[src/hdl/fpm_pkg.sv]
// package of constants and types for the front-panel menu controller
package fpm_pkg;
    // ----------------------------------------------------------------
    // timing
    // ----------------------------------------------------------------
    localparam int CLK_HZ = 100_000_000;
    localparam int TICK_US = 1000;
    localparam int TICK_CYCLES = TICK_US * (CLK_HZ / 1_000_000);
    localparam int DEB_MS = 20;
    localparam int PHASE_MS = 1000;
    localparam int BLINK_MS = 250;
    localparam int MENU_HOLD_MS = 2000;
    localparam int SP_CONFIRM_S = 30;
    localparam int MENU_IDLE_S = 30;
    localparam int EDIT_IDLE_S = 30;
    localparam logic [4:0] DEB_TICKS = 5'(DEB_MS * 1000 / TICK_US);
    localparam logic [9:0] PHASE_TICKS = 10'(PHASE_MS * 1000 / TICK_US);
    localparam logic [7:0] BLINK_TICKS = 8'(BLINK_MS * 1000 / TICK_US);
    localparam logic [10:0] HOLD_TICKS = 11'(MENU_HOLD_MS * 1000 / TICK_US);
    localparam logic [14:0] SP_IDLE_TICKS = 15'(SP_CONFIRM_S * 1_000_000 / TICK_US);
    localparam logic [14:0] MENU_IDLE_TICKS = 15'(MENU_IDLE_S * 1_000_000 / TICK_US);
    localparam logic [14:0] EDIT_IDLE_TICKS = 15'(EDIT_IDLE_S * 1_000_000 / TICK_US);
    localparam logic [14:0] IDLE_MAX = 15'h7FFF;

    // ----------------------------------------------------------------
    // menu shape
    // ----------------------------------------------------------------
    localparam logic [2:0] NUM_LEVELS = 3'h4;
    localparam logic [2:0] NUM_PARAMS = 3'h4;
    localparam logic [2:0] EXIT_POS = 3'h4;

    // ----------------------------------------------------------------
    // register offsets and layout
    // ----------------------------------------------------------------
    localparam logic [7:0] OFS_CTRL = 8'h00;
    localparam logic [7:0] OFS_SETPOINT = 8'h04;
    localparam logic [7:0] OFS_SP_LIMITS = 8'h08;
    localparam logic [7:0] OFS_ACCESS = 8'h0C;
    localparam logic [7:0] OFS_PARAM_VIS = 8'h10;
    localparam logic [7:0] OFS_PID_A = 8'h14;
    localparam logic [7:0] OFS_PID_B = 8'h18;
    localparam logic [7:0] OFS_STATUS = 8'h1C;
    localparam logic [7:0] OFS_PARAM_BASE = 8'h40;
    localparam int CTRL_ONOFF_BIT = 0;
    localparam int CTRL_FAULT_LSB = 8;
    localparam int PID_B_PERIOD_LSB = 16;

    // ----------------------------------------------------------------
    // reset values
    // ----------------------------------------------------------------
    localparam logic [15:0] PB_RST = 16'h001E;
    localparam logic [15:0] TI_RST = 16'h012C;
    localparam logic [15:0] TD_RST = 16'h003C;
    localparam logic [7:0] PERIOD_RST = 8'h14;
    localparam logic [15:0] SP_RST = 16'h0064;
    localparam logic [15:0] SPL_RST = 16'h0000;
    localparam logic [15:0] SPH_RST = 16'h03E8;
    localparam logic [15:0] VIS_RST = 16'hFFFF;
    // identity values are arbitrary
    localparam logic [15:0] IDENT_CODE = 16'hA5A5;
    localparam logic [15:0] VERSION_CODE = 16'h0100;

    // ----------------------------------------------------------------
    // types
    // ----------------------------------------------------------------
    typedef struct packed {
        logic up;
        logic down;
        logic enter;
        logic menu;
    } fpm_btn_t;

    typedef enum logic [3:0] {
        DK_TEST = 4'h0,
        DK_IDENT = 4'h1,
        DK_VERSION = 4'h2,
        DK_VALUES = 4'h3,
        DK_MESSAGE = 4'h4,
        DK_CODE = 4'h5,
        DK_LEVEL = 4'h6,
        DK_PARAM = 4'h7,
        DK_VALUE = 4'h8,
        DK_EXIT = 4'h9
    } fpm_kind_t;

    typedef struct packed {
        fpm_kind_t kind;
        logic [15:0] upper;
        logic [15:0] lower;
        logic dot;
    } fpm_disp_t;

    typedef enum logic [2:0] {
        ST_TEST = 3'b000,
        ST_IDENT = 3'b001,
        ST_VERSION = 3'b011,
        ST_NORMAL = 3'b010,
        ST_CODE = 3'b110,
        ST_LEVELS = 3'b111,
        ST_PARAMS = 3'b101,
        ST_EDIT = 3'b100
    } fpm_state_t;
endpackage

[src/hdl/fpm_tick.sv]
// divider that makes the one-millisecond tick enable
`timescale 1ns/100ps
module fpm_tick import fpm_pkg::*; #(
    parameter int TICK_CYC = TICK_CYCLES
) (
    // clock and reset
    input wire logic mclk,
    input wire logic rst,
    // enable out
    output logic tick
);
    localparam int CW = $clog2(TICK_CYC + 1);
    logic [CW-1:0] cnt_ff;
    logic tick_ff;

    always_ff @(posedge mclk or posedge rst) begin
        if (rst) begin
            cnt_ff <= '0;
            tick_ff <= 1'b0;
        end else if (cnt_ff == CW'(TICK_CYC - 1)) begin
            cnt_ff <= '0;
            tick_ff <= 1'b1;
        end else begin
            cnt_ff <= cnt_ff + CW'(1);
            tick_ff <= 1'b0;
        end
    end

    assign tick = tick_ff;
endmodule

[src/hdl/fpm_debounce.sv]
// push-button debouncer: stable levels and one-cycle press pulses
`timescale 1ns/100ps
module fpm_debounce import fpm_pkg::*; (
    // clock and reset
    input wire logic mclk,
    input wire logic rst,
    input wire logic tick,
    // raw buttons, active high
    input fpm_btn_t btn_raw,
    // cleaned buttons
    output fpm_btn_t btn_lvl,
    output fpm_btn_t btn_press
);
    logic [3:0] raw;
    logic [3:0] lvl_ff;
    logic [3:0] press_ff;

    assign raw = btn_raw;

    for (genvar i = 0; i < 4; i++) begin : g_btn
        logic [4:0] cnt_ff;
        // a level must hold for the whole window before it is believed
        always_ff @(posedge mclk or posedge rst) begin
            if (rst) begin
                cnt_ff <= '0;
                lvl_ff[i] <= 1'b0;
                press_ff[i] <= 1'b0;
            end else begin
                press_ff[i] <= 1'b0;
                if (raw[i] == lvl_ff[i]) begin
                    cnt_ff <= '0;
                end else if (tick) begin
                    if (cnt_ff == DEB_TICKS - 5'h01) begin
                        cnt_ff <= '0;
                        lvl_ff[i] <= raw[i];
                        press_ff[i] <= raw[i];
                    end else begin
                        cnt_ff <= cnt_ff + 5'h01;
                    end
                end
            end
        end
    end

    assign btn_lvl = lvl_ff;
    assign btn_press = press_ff;
endmodule

[src/hdl/fpm_top.sv]
// front-panel operating logic: power-up, quick set point, menu, registers
//
// Notes on behaviour
// - power-up shows display test, identification, version, then normal values
// - nonzero fault code replaces normal display with a message
// - first use selects PID with 30, 300 s, 60 s, 20 s defaults
// - adjust buttons in normal mode start a change; lower dot flashes
// - confirm within 30 s of last adjust applies, else old value returns
// - quick adjust keeps set point between lower and upper limits
// - menu button held about 2 s in normal mode enters menu
// - wrong access code permits viewing but rejects every change
// - step and select levels; adjust steps parameters; edit per procedure
// - exit symbol in a level plus select returns to level list
// - exit symbol in level list plus select returns to normal mode
// - parameters hidden by configuration are skipped while stepping
// - thirty seconds without a press in menu returns to normal mode
// - edit cancelled by both adjust buttons or 30 s idle
//
// The placing of the registers and the AHB-Lite register port were decided locally.
`timescale 1ns/100ps
module fpm_top import fpm_pkg::*; #(
    parameter int TICK_CYC = TICK_CYCLES
) (
    // clock and reset
    input wire logic mclk,
    input wire logic rst,
    // ahb-lite slave
    input wire logic hsel,
    input wire logic [31:0] haddr,
    input wire logic [1:0] htrans,
    input wire logic hwrite,
    input wire logic [2:0] hsize,
    input wire logic [31:0] hwdata,
    input wire logic hready,
    output logic [31:0] hrdata,
    output logic hreadyout,
    output logic hresp,
    // front panel
    input fpm_btn_t btn_raw,
    input wire logic [15:0] pv,
    output fpm_disp_t disp,
    output logic [15:0] sp_active
);
    // ----------------------------------------------------------------
    // tick and buttons
    // ----------------------------------------------------------------
    logic tick;
    fpm_btn_t lvl;
    fpm_btn_t prs;

    fpm_tick #(.TICK_CYC(TICK_CYC)) u_tick (
        .mclk(mclk),
        .rst(rst),
        .tick(tick)
    );

    fpm_debounce u_deb (
        .mclk(mclk),
        .rst(rst),
        .tick(tick),
        .btn_raw(btn_raw),
        .btn_lvl(lvl),
        .btn_press(prs)
    );

    logic any_press;
    logic both;
    logic step_up;
    logic step_dn;
    assign any_press = prs.up | prs.down | prs.enter | prs.menu;
    assign both = lvl.up & lvl.down & (prs.up | prs.down);
    assign step_up = prs.up & ~lvl.down;
    assign step_dn = prs.down & ~lvl.up;

    // ----------------------------------------------------------------
    // registers
    // ----------------------------------------------------------------
    fpm_state_t state_ff;
    logic [2:0] lvl_idx_ff;
    logic [2:0] par_idx_ff;
    logic [15:0] code_val_ff;
    logic edit_ok_ff;
    logic [15:0] edit_val_ff;
    logic [15:0] sp_ff;
    logic [15:0] sp_pend_ff;
    logic pend_ff;
    logic [15:0] spl_ff;
    logic [15:0] sph_ff;
    logic [15:0] access_ff;
    logic [15:0] vis_ff;
    logic [15:0] pb_ff;
    logic [15:0] ti_ff;
    logic [15:0] td_ff;
    logic [7:0] period_ff;
    logic onoff_ff;
    logic [7:0] fault_ff;
    logic [15:0] param_mem [16];
    logic [14:0] idle_ff;
    logic [10:0] hold_ff;
    logic [9:0] phase_ff;
    logic [7:0] blink_cnt_ff;
    logic blink_ff;

    logic in_menu;
    logic phase_done;
    logic hold_fire;
    logic sp_timeout;
    logic menu_timeout;
    logic [3:0] par_addr;
    assign in_menu = state_ff[2];
    assign phase_done = tick & (phase_ff == PHASE_TICKS - 10'h001);
    assign hold_fire = tick & lvl.menu & (hold_ff == HOLD_TICKS - 11'h001);
    assign sp_timeout = tick & (idle_ff == SP_IDLE_TICKS - 15'h0001);
    assign menu_timeout = tick & ((idle_ff == MENU_IDLE_TICKS - 15'h0001) |
        (state_ff == ST_EDIT && idle_ff == EDIT_IDLE_TICKS - 15'h0001));
    assign par_addr = {lvl_idx_ff[1:0], par_idx_ff[1:0]};

    // next shown position, skipping parameters hidden in this level
    function automatic logic [2:0] nxt_vis(input logic [2:0] idx, input logic up,
        input logic [1:0] lv, input logic [15:0] mask);
        logic [2:0] c;
        logic found;
        logic [2:0] res;
        c = idx;
        found = 1'b0;
        res = EXIT_POS;
        for (int i = 0; i <= 4; i++) begin
            if (up) begin
                c = (c == EXIT_POS) ? 3'h0 : c + 3'h1;
            end else begin
                c = (c == 3'h0) ? EXIT_POS : c - 3'h1;
            end
            if (!found && (c == EXIT_POS || mask[{lv, c[1:0]}])) begin
                res = c;
                found = 1'b1;
            end
        end
        return res;
    endfunction

    function automatic logic [15:0] clamp(input logic [16:0] v, input logic [15:0] lo,
        input logic [15:0] hi);
        if (v[16] || v[15:0] > hi) begin
            return hi;
        end else if (v[15:0] < lo) begin
            return lo;
        end
        return v[15:0];
    endfunction

    // ----------------------------------------------------------------
    // timers
    // ----------------------------------------------------------------
    always_ff @(posedge mclk or posedge rst) begin
        if (rst) begin
            idle_ff <= '0;
            hold_ff <= '0;
            phase_ff <= '0;
            blink_cnt_ff <= '0;
            blink_ff <= 1'b0;
        end else begin
            if (any_press) begin
                idle_ff <= '0;
            end else if (tick && idle_ff != IDLE_MAX) begin
                idle_ff <= idle_ff + 15'h0001;
            end
            if (state_ff != ST_NORMAL || !lvl.menu) begin
                hold_ff <= '0;
            end else if (tick && hold_ff != HOLD_TICKS) begin
                hold_ff <= hold_ff + 11'h001;
            end
            if (phase_done) begin
                phase_ff <= '0;
            end else if (tick) begin
                phase_ff <= phase_ff + 10'h001;
            end
            if (tick) begin
                if (blink_cnt_ff == BLINK_TICKS - 8'h01) begin
                    blink_cnt_ff <= '0;
                    blink_ff <= ~blink_ff;
                end else begin
                    blink_cnt_ff <= blink_cnt_ff + 8'h01;
                end
            end
        end
    end

    // ----------------------------------------------------------------
    // operating state and navigation
    // ----------------------------------------------------------------
    always_ff @(posedge mclk or posedge rst) begin
        if (rst) begin
            state_ff <= ST_TEST;
            lvl_idx_ff <= '0;
            par_idx_ff <= '0;
            code_val_ff <= '0;
            edit_ok_ff <= 1'b0;
        end else if (in_menu && menu_timeout) begin
            state_ff <= ST_NORMAL;
            edit_ok_ff <= 1'b0;
        end else begin
            unique case (state_ff)
                ST_TEST: if (phase_done) state_ff <= ST_IDENT;
                ST_IDENT: if (phase_done) state_ff <= ST_VERSION;
                ST_VERSION: if (phase_done) state_ff <= ST_NORMAL;
                ST_NORMAL: begin
                    if (hold_fire) begin
                        lvl_idx_ff <= '0;
                        code_val_ff <= '0;
                        edit_ok_ff <= (access_ff == 16'h0000);
                        state_ff <= (access_ff == 16'h0000) ? ST_LEVELS : ST_CODE;
                    end
                end
                ST_CODE: begin
                    if (step_up) code_val_ff <= code_val_ff + 16'h0001;
                    if (step_dn) code_val_ff <= code_val_ff - 16'h0001;
                    if (prs.enter) begin
                        edit_ok_ff <= (code_val_ff == access_ff);
                        state_ff <= ST_LEVELS;
                    end
                end
                ST_LEVELS: begin
                    if (step_up) lvl_idx_ff <= (lvl_idx_ff == EXIT_POS) ? 3'h0 : lvl_idx_ff + 3'h1;
                    if (step_dn) lvl_idx_ff <= (lvl_idx_ff == 3'h0) ? EXIT_POS : lvl_idx_ff - 3'h1;
                    if (prs.enter && lvl_idx_ff == EXIT_POS) begin
                        state_ff <= ST_NORMAL;
                        edit_ok_ff <= 1'b0;
                    end else if (prs.enter) begin
                        par_idx_ff <= nxt_vis(EXIT_POS, 1'b1, lvl_idx_ff[1:0], vis_ff);
                        state_ff <= ST_PARAMS;
                    end
                end
                ST_PARAMS: begin
                    if (step_up) par_idx_ff <= nxt_vis(par_idx_ff, 1'b1, lvl_idx_ff[1:0], vis_ff);
                    if (step_dn) par_idx_ff <= nxt_vis(par_idx_ff, 1'b0, lvl_idx_ff[1:0], vis_ff);
                    if (prs.enter) begin
                        state_ff <= (par_idx_ff == EXIT_POS) ? ST_LEVELS : ST_EDIT;
                    end
                end
                ST_EDIT: begin
                    if (both || prs.enter) state_ff <= ST_PARAMS;
                end
            endcase
        end
    end

    // ----------------------------------------------------------------
    // parameter edit and store
    // ----------------------------------------------------------------
    always_ff @(posedge mclk or posedge rst) begin
        if (rst) begin
            edit_val_ff <= '0;
            for (int i = 0; i < 16; i++) begin
                param_mem[i] <= '0;
            end
        end else if (state_ff == ST_PARAMS && prs.enter) begin
            edit_val_ff <= param_mem[par_addr];
        end else if (state_ff == ST_EDIT && !menu_timeout && !both) begin
            // without permission the value is shown but never moves
            if (edit_ok_ff && step_up) edit_val_ff <= edit_val_ff + 16'h0001;
            if (edit_ok_ff && step_dn) edit_val_ff <= edit_val_ff - 16'h0001;
            if (edit_ok_ff && prs.enter) param_mem[par_addr] <= edit_val_ff;
        end
    end

    // ----------------------------------------------------------------
    // ahb-lite slave
    // ----------------------------------------------------------------
    logic acc;
    logic wr_ph_ff;
    logic rd_ph_ff;
    logic [7:0] addr_ff;
    logic [31:0] rdata_ff;
    logic [31:0] rd_mux;
    logic bus_wr;
    assign acc = hsel & htrans[1] & hready;
    assign bus_wr = wr_ph_ff;
    // reads take one wait state so that read data come from a flop
    assign hreadyout = ~rd_ph_ff;
    assign hresp = 1'b0;
    assign hrdata = rdata_ff;

    always_comb begin
        rd_mux = '0;
        if (addr_ff >= OFS_PARAM_BASE && addr_ff < OFS_PARAM_BASE + 8'h40) begin
            rd_mux = {16'h0000, param_mem[addr_ff[5:2]]};
        end else begin
            unique case (addr_ff)
                OFS_CTRL: rd_mux = {16'h0000, fault_ff, 7'h00, onoff_ff};
                OFS_SETPOINT: rd_mux = {16'h0000, sp_ff};
                OFS_SP_LIMITS: rd_mux = {sph_ff, spl_ff};
                OFS_ACCESS: rd_mux = {16'h0000, access_ff};
                OFS_PARAM_VIS: rd_mux = {16'h0000, vis_ff};
                OFS_PID_A: rd_mux = {ti_ff, pb_ff};
                OFS_PID_B: rd_mux = {8'h00, period_ff, td_ff};
                OFS_STATUS: rd_mux = {16'h0000, sp_pend_ff[7:0], par_idx_ff[1:0],
                    lvl_idx_ff[0], edit_ok_ff, pend_ff, state_ff};
                default: rd_mux = '0;
            endcase
        end
    end

    always_ff @(posedge mclk or posedge rst) begin
        if (rst) begin
            wr_ph_ff <= 1'b0;
            rd_ph_ff <= 1'b0;
            addr_ff <= '0;
            rdata_ff <= '0;
        end else begin
            wr_ph_ff <= acc & hwrite;
            rd_ph_ff <= acc & ~hwrite;
            if (acc) addr_ff <= {haddr[7:2], 2'b00};
            if (rd_ph_ff) rdata_ff <= rd_mux;
        end
    end

    always_ff @(posedge mclk or posedge rst) begin
        if (rst) begin
            onoff_ff <= 1'b0;
            fault_ff <= '0;
            spl_ff <= SPL_RST;
            sph_ff <= SPH_RST;
            access_ff <= '0;
            vis_ff <= VIS_RST;
            pb_ff <= PB_RST;
            ti_ff <= TI_RST;
            td_ff <= TD_RST;
            period_ff <= PERIOD_RST;
        end else if (bus_wr) begin
            unique case (addr_ff)
                OFS_CTRL: begin
                    onoff_ff <= hwdata[CTRL_ONOFF_BIT];
                    fault_ff <= hwdata[CTRL_FAULT_LSB +: 8];
                end
                OFS_SP_LIMITS: {sph_ff, spl_ff} <= hwdata;
                OFS_ACCESS: access_ff <= hwdata[15:0];
                OFS_PARAM_VIS: vis_ff <= hwdata[15:0];
                OFS_PID_A: {ti_ff, pb_ff} <= hwdata;
                OFS_PID_B: begin
                    td_ff <= hwdata[15:0];
                    period_ff <= hwdata[PID_B_PERIOD_LSB +: 8];
                end
                default: ;
            endcase
        end
    end

    // ----------------------------------------------------------------
    // quick set point change
    // ----------------------------------------------------------------
    always_ff @(posedge mclk or posedge rst) begin
        if (rst) begin
            sp_ff <= SP_RST;
            sp_pend_ff <= SP_RST;
            pend_ff <= 1'b0;
        end else if (bus_wr && addr_ff == OFS_SETPOINT) begin
            sp_ff <= hwdata[15:0];
            pend_ff <= 1'b0;
        end else if (state_ff != ST_NORMAL || sp_timeout) begin
            pend_ff <= 1'b0;
        end else if (step_up || step_dn) begin
            pend_ff <= 1'b1;
            sp_pend_ff <= clamp(step_up ? {1'b0, pend_ff ? sp_pend_ff : sp_ff} + 17'h0_0001
                : {1'b0, pend_ff ? sp_pend_ff : sp_ff} - 17'h0_0001, spl_ff, sph_ff);
        end else if (prs.enter && pend_ff) begin
            sp_ff <= sp_pend_ff;
            pend_ff <= 1'b0;
        end
    end

    assign sp_active = sp_ff;

    // ----------------------------------------------------------------
    // display
    // ----------------------------------------------------------------
    fpm_disp_t disp_ff;
    always_ff @(posedge mclk or posedge rst) begin
        if (rst) begin
            disp_ff <= '{kind: DK_TEST, upper: 16'hFFFF, lower: 16'hFFFF, dot: 1'b1};
        end else begin
            disp_ff.dot <= 1'b0;
            unique case (state_ff)
                ST_TEST: disp_ff <= '{DK_TEST, 16'hFFFF, 16'hFFFF, 1'b1};
                ST_IDENT: disp_ff <= '{DK_IDENT, IDENT_CODE, 16'h0000, 1'b0};
                ST_VERSION: disp_ff <= '{DK_VERSION, VERSION_CODE, 16'h0000, 1'b0};
                ST_NORMAL: begin
                    disp_ff.kind <= (fault_ff != 8'h00) ? DK_MESSAGE : DK_VALUES;
                    disp_ff.upper <= (fault_ff != 8'h00) ? {8'h00, fault_ff} : pv;
                    disp_ff.lower <= pend_ff ? sp_pend_ff : sp_ff;
                    disp_ff.dot <= pend_ff & blink_ff;
                end
                ST_CODE: disp_ff <= '{DK_CODE, 16'h0000, code_val_ff, 1'b0};
                ST_LEVELS: disp_ff <= '{(lvl_idx_ff == EXIT_POS) ? DK_EXIT : DK_LEVEL,
                    {13'h0000, lvl_idx_ff}, 16'h0000, 1'b0};
                ST_PARAMS: disp_ff <= '{(par_idx_ff == EXIT_POS) ? DK_EXIT : DK_PARAM,
                    {12'h000, par_addr}, param_mem[par_addr], 1'b0};
                ST_EDIT: disp_ff <= '{DK_VALUE, {12'h000, par_addr}, edit_val_ff,
                    edit_ok_ff & blink_ff};
            endcase
        end
    end

    assign disp = disp_ff;
endmodule

[config.mk]
export PLATFORM = sky130hd
export DESIGN_NAME = fpm_top
export DESIGN_NICKNAME = d
export VERILOG_FILES = /design/src/hdl/fpm_pkg.sv /design/src/hdl/fpm_tick.sv /design/src/hdl/fpm_debounce.sv /design/src/hdl/fpm_top.sv
export SDC_FILE = /design/constraint.sdc
export NUM_CORES = 2
export LEC_CHECK = 0
export ABC_AREA = 1
export BUFFER_PORTS_ARGS = -buffer_cell sky130_fd_sc_hd__buf_2
export CORE_ASPECT_RATIO = 1.2
export CORE_MARGIN = 4
export CORE_UTILIZATION = 55
export CTS_CLUSTER_DIAMETER = 60
export CTS_CLUSTER_SIZE = 28
export DETAILED_ROUTE_END_ITERATION = 6
export PLACE_DENSITY = 0.73
export SETUP_SLACK_MARGIN = 0.02
export SLEW_MARGIN = 30
export SYNTH_ARGS = -nofsm -noshare
export SYNTH_HDL_FRONTEND = slang
export SYNTH_SLANG_ARGS = --single-unit
[constraint.sdc]
create_clock -name mclk -period 24.1 [get_ports mclk]
set_input_delay 2.41 -clock mclk [delete_from_list [all_inputs] [get_ports mclk]]
set_output_delay 2.41 -clock mclk [all_outputs]
set_load 0.1 [all_outputs]
==> impl_metrics.toml <==
[die]
die_x_um = 239
fp-row-count = 101
start_util_pct = 55.7
die_h_um = 286
core-area_mm2 = 0.0634
die-area_mm2 = 0.0684
io-pin-count = 181

[layout]
syn_to_final_growth_pct = 8.39
final_common_cell = "nand2_1"
fin_nets = 4750
layout_common_cells = "nand2_1, o21ai_0, dfrtp_1"
drive_gt1_share_pct = 9.41

[power_and_ir_drop]
powerDensity_mw_per_mm2 = 57.8
fin_total_pwr_w = 0.00221
leakage_nw = 18.0
peakVddDrop_uv = 70.8

[logic_synthesis]
async_reset_ff_share_pct = 100
yosysWarnings = 0
syn_area_per_cell_um2 = 7.79
ys.flop_type = "dfrtp_1"
yosysSeqAreaShare_pct = 44.7
ys_ff_latch = 628
synth_mux_area_share_pct = 0.0602
synth_xor_area_share_pct = 1.61
synth-simple-area-share_pct = 19.9
synth_top_family_by_area = "compound AO/OA/AOI/OAI gates"
post_synth_num_cell_types = 66
synthAdderAreaFrac_pct = 4.10
synth_compound_area_share_pct = 22.2
synth-edff-count = 0
synth_area_mm2 = 0.0353
syn-num-nets = 4743
syn_inst = 4535

[timing]
rsz0062_at_grt = "false"
max_freq_ghz = 0.163
finalHoldViolations = 0
hold_ws_ns = 0.459
min_period_ns = 6.13
setup_violations = 0
fin_crit_sh_pct = 25.4
tightest_slew_ns = 1.10
skew_ns = 0.0431
slew_viol_final = 0
tns_ns = 0
max-slew-margin-rel_pct = 26.1

[place]
dp_hpwl_um = 79900
portBuffers = 149
gp_congestion = 0.978

[clock_network]
cts.clk_slew.worst_paths_ns = 0.11
htreeDepth = 2
numCtsBuffers = 46
cts-root-buf = "clkbuf_16"
ctsResizeCount = 0
clock-sinks = 628
postCtsSetupBuffers = 0
cts_hold_buf = 0
clk_latency_ns = 0.63
clockBufferDepth = 3
tritoncts = "built"

[global_routing]
gr-usage-all-layers_pct = 33.8
antenna_found_initial = 5
grt_pass1_wl_um = 180000
grt.overflow.total = 0
grt_max_degree = 103
grt_pass1_vias = 31277

[detailed_routing]
ant_nets = 0
drt_wl_total_um = 118000
drc = 1
dr.pass1.iters = 7
drtIter0Drc = 4068
avgViaCountPerCell = 6.15
vias = 33245
wl_per_cell_um = 21.8

[worst_setup_path]
start_kind = "flip-flop"
crit_type = "flip-flop to flip-flop"
critPathCaptureType = "flip-flop"
crit_start = "pend_ff$_DFFE_PP0P_"
required_ns = 24.67
timing.rr.start = "pend_ff$_DFFE_PP0P_"
path_max_fanout = 33
cp.arrival_ns = 6.69

[status]
failed_checks = "design-rule violations"
status = "complete, but fails checks"

[job]
cap_violations = 0

[hold_path]
min_from = "blink_cnt_ff[7]$_DFFE_PP0P_"
hold_path_class = "flip-flop to flip-flop"
[path summary, 6_finish.rpt]
check | endpoint | slack [ns] | cells past startpoint
worst max register to register | sp_pend_ff[12]$_DFFE_PP0P_ | 17.97 | 27
max in group asynchronous | pb_ff[9]$_DFFE_PP0P_ | 19.70 | 5
worst min-delay path | blink_cnt_ff[7]$_DFFE_PP0P_ | 0.46 | 1
worst min register to register | blink_cnt_ff[7]$_DFFE_PP0P_ | 0.46 | 1
worst max-delay path | sp_pend_ff[12]$_DFFE_PP0P_ | 17.97 | 27
min in group asynchronous | blink_cnt_ff[5]$_DFFE_PP0P_ | 1.95 | 2
[cell type report]
type	instances	area, um^2
Timing Repair Buffer	198	1130
Sequential cell	628	15800
Tap cell	824	1030
Clock buffer	54	1230
Antenna cell	1	2.50
Clock inverter	31	418
Inverter	448	1690
Fill cell	5783	25100
Multi-Input combinational cell	3220	17000
[through the flow]
step                      area [um^2]  utilization, %  std cells  setup WS (ns)
after floorplan                 35300               -       4535           4.23
after global placement          36600            57.7       5318          17.93
after detailed placement        36600            57.7       5318          17.88
after CTS                       38300            60.3       5403          17.82
after global routing            38300            60.4       5403          17.53
final                           38300            60.4       5404          17.97
[sequential cells by signal (all words and copies together), names as in the netlist, 10 cells and up]
signal,cells
param_mem,256
disp,37
hrdata,32
u_deb.g_btn.cnt_ff,20
u_tick.cnt_ff,17
access_ff,16
code_val_ff,16
edit_val_ff,16
pb_ff,16
sp_active,16
sp_pend_ff,16
sph_ff,16
spl_ff,16
td_ff,16
ti_ff,16
vis_ff,16
idle_ff,15
hold_ff,11
phase_ff,10
[kinds of logic after synthesis]
family                   Yosys count
AND/OR/NAND/NOR                 1693
AO/OA/AOI/OAI                   1345
XOR/XNOR                          65
buffers and inverters            687
other                              1
adder cells (fa/ha/maj)          114
multiplexers                       2
flip-flops                       628
[synth_stat cells (31+ instances only)]
cell type | n | area share, %
a21oi_1 | 249 | 3.5
a221oi_1 | 31 | 0.77
a22oi_1 | 132 | 2.8
clkbuf_1 | 207 | 2.2
dfrtp_1 | 553 | 39
dfstp_2 | 75 | 5.6
ha_1 | 111 | 3.9
inv_1 | 434 | 4.6
nand2_1 | 1061 | 11
nand3_1 | 189 | 2.7
nand4_1 | 36 | 0.64
nor2_1 | 272 | 2.9
nor3_1 | 66 | 0.93
o2111ai_1 | 31 | 0.77
o211ai_1 | 50 | 1.1
o21ai_0 | 663 | 9.4
o22ai_1 | 92 | 1.6
xor2_1 | 48 | 1.2
[per-layer routing]
layer  global-route usage (%)  part of all wire [%]  up-vias
met5                        0                 0.018        -
met4                     22.2                   8.2        4
met3                     6.75                   8.8      458
met2                     53.2                    45     1629
met1                     42.3                    38    15712
li1                         -                     -    15442
[worst max-delay path: stages (launching register included)]
cell and delay [ns]:
dfrtp_1 0.72, inv_1 0.40, o21ai_0 0.58, ha_1 0.31, nand2_1 0.11, nor3_1 0.14
nand2_1 0.08, o211ai_1 0.16, a21oi_1 0.13, o21bai_1 0.21, a21oi_1 0.11, o21ai_0 0.20
xor2_1 0.37, inv_1 0.19, ha_1 0.33, nand2_1 0.09, nor2_1 0.05, a211oi_1 0.16
nor2_1 0.06, a31oi_1 0.14, nand4_1 0.11, nand2_1 0.09, nand2_2 0.35, a31oi_4 0.57
nand2_1 0.09, nand2_1 0.13, nand2_1 0.07, nand2_1 0.09
[where the power goes]
part           switching, W  internal (W)
clock network      0.000445      0.000414
registers         0.0000208       0.00108
logic              0.000207     0.0000512
total              0.000672       0.00154
Note: power is estimated with default switching activity, not from simulation.
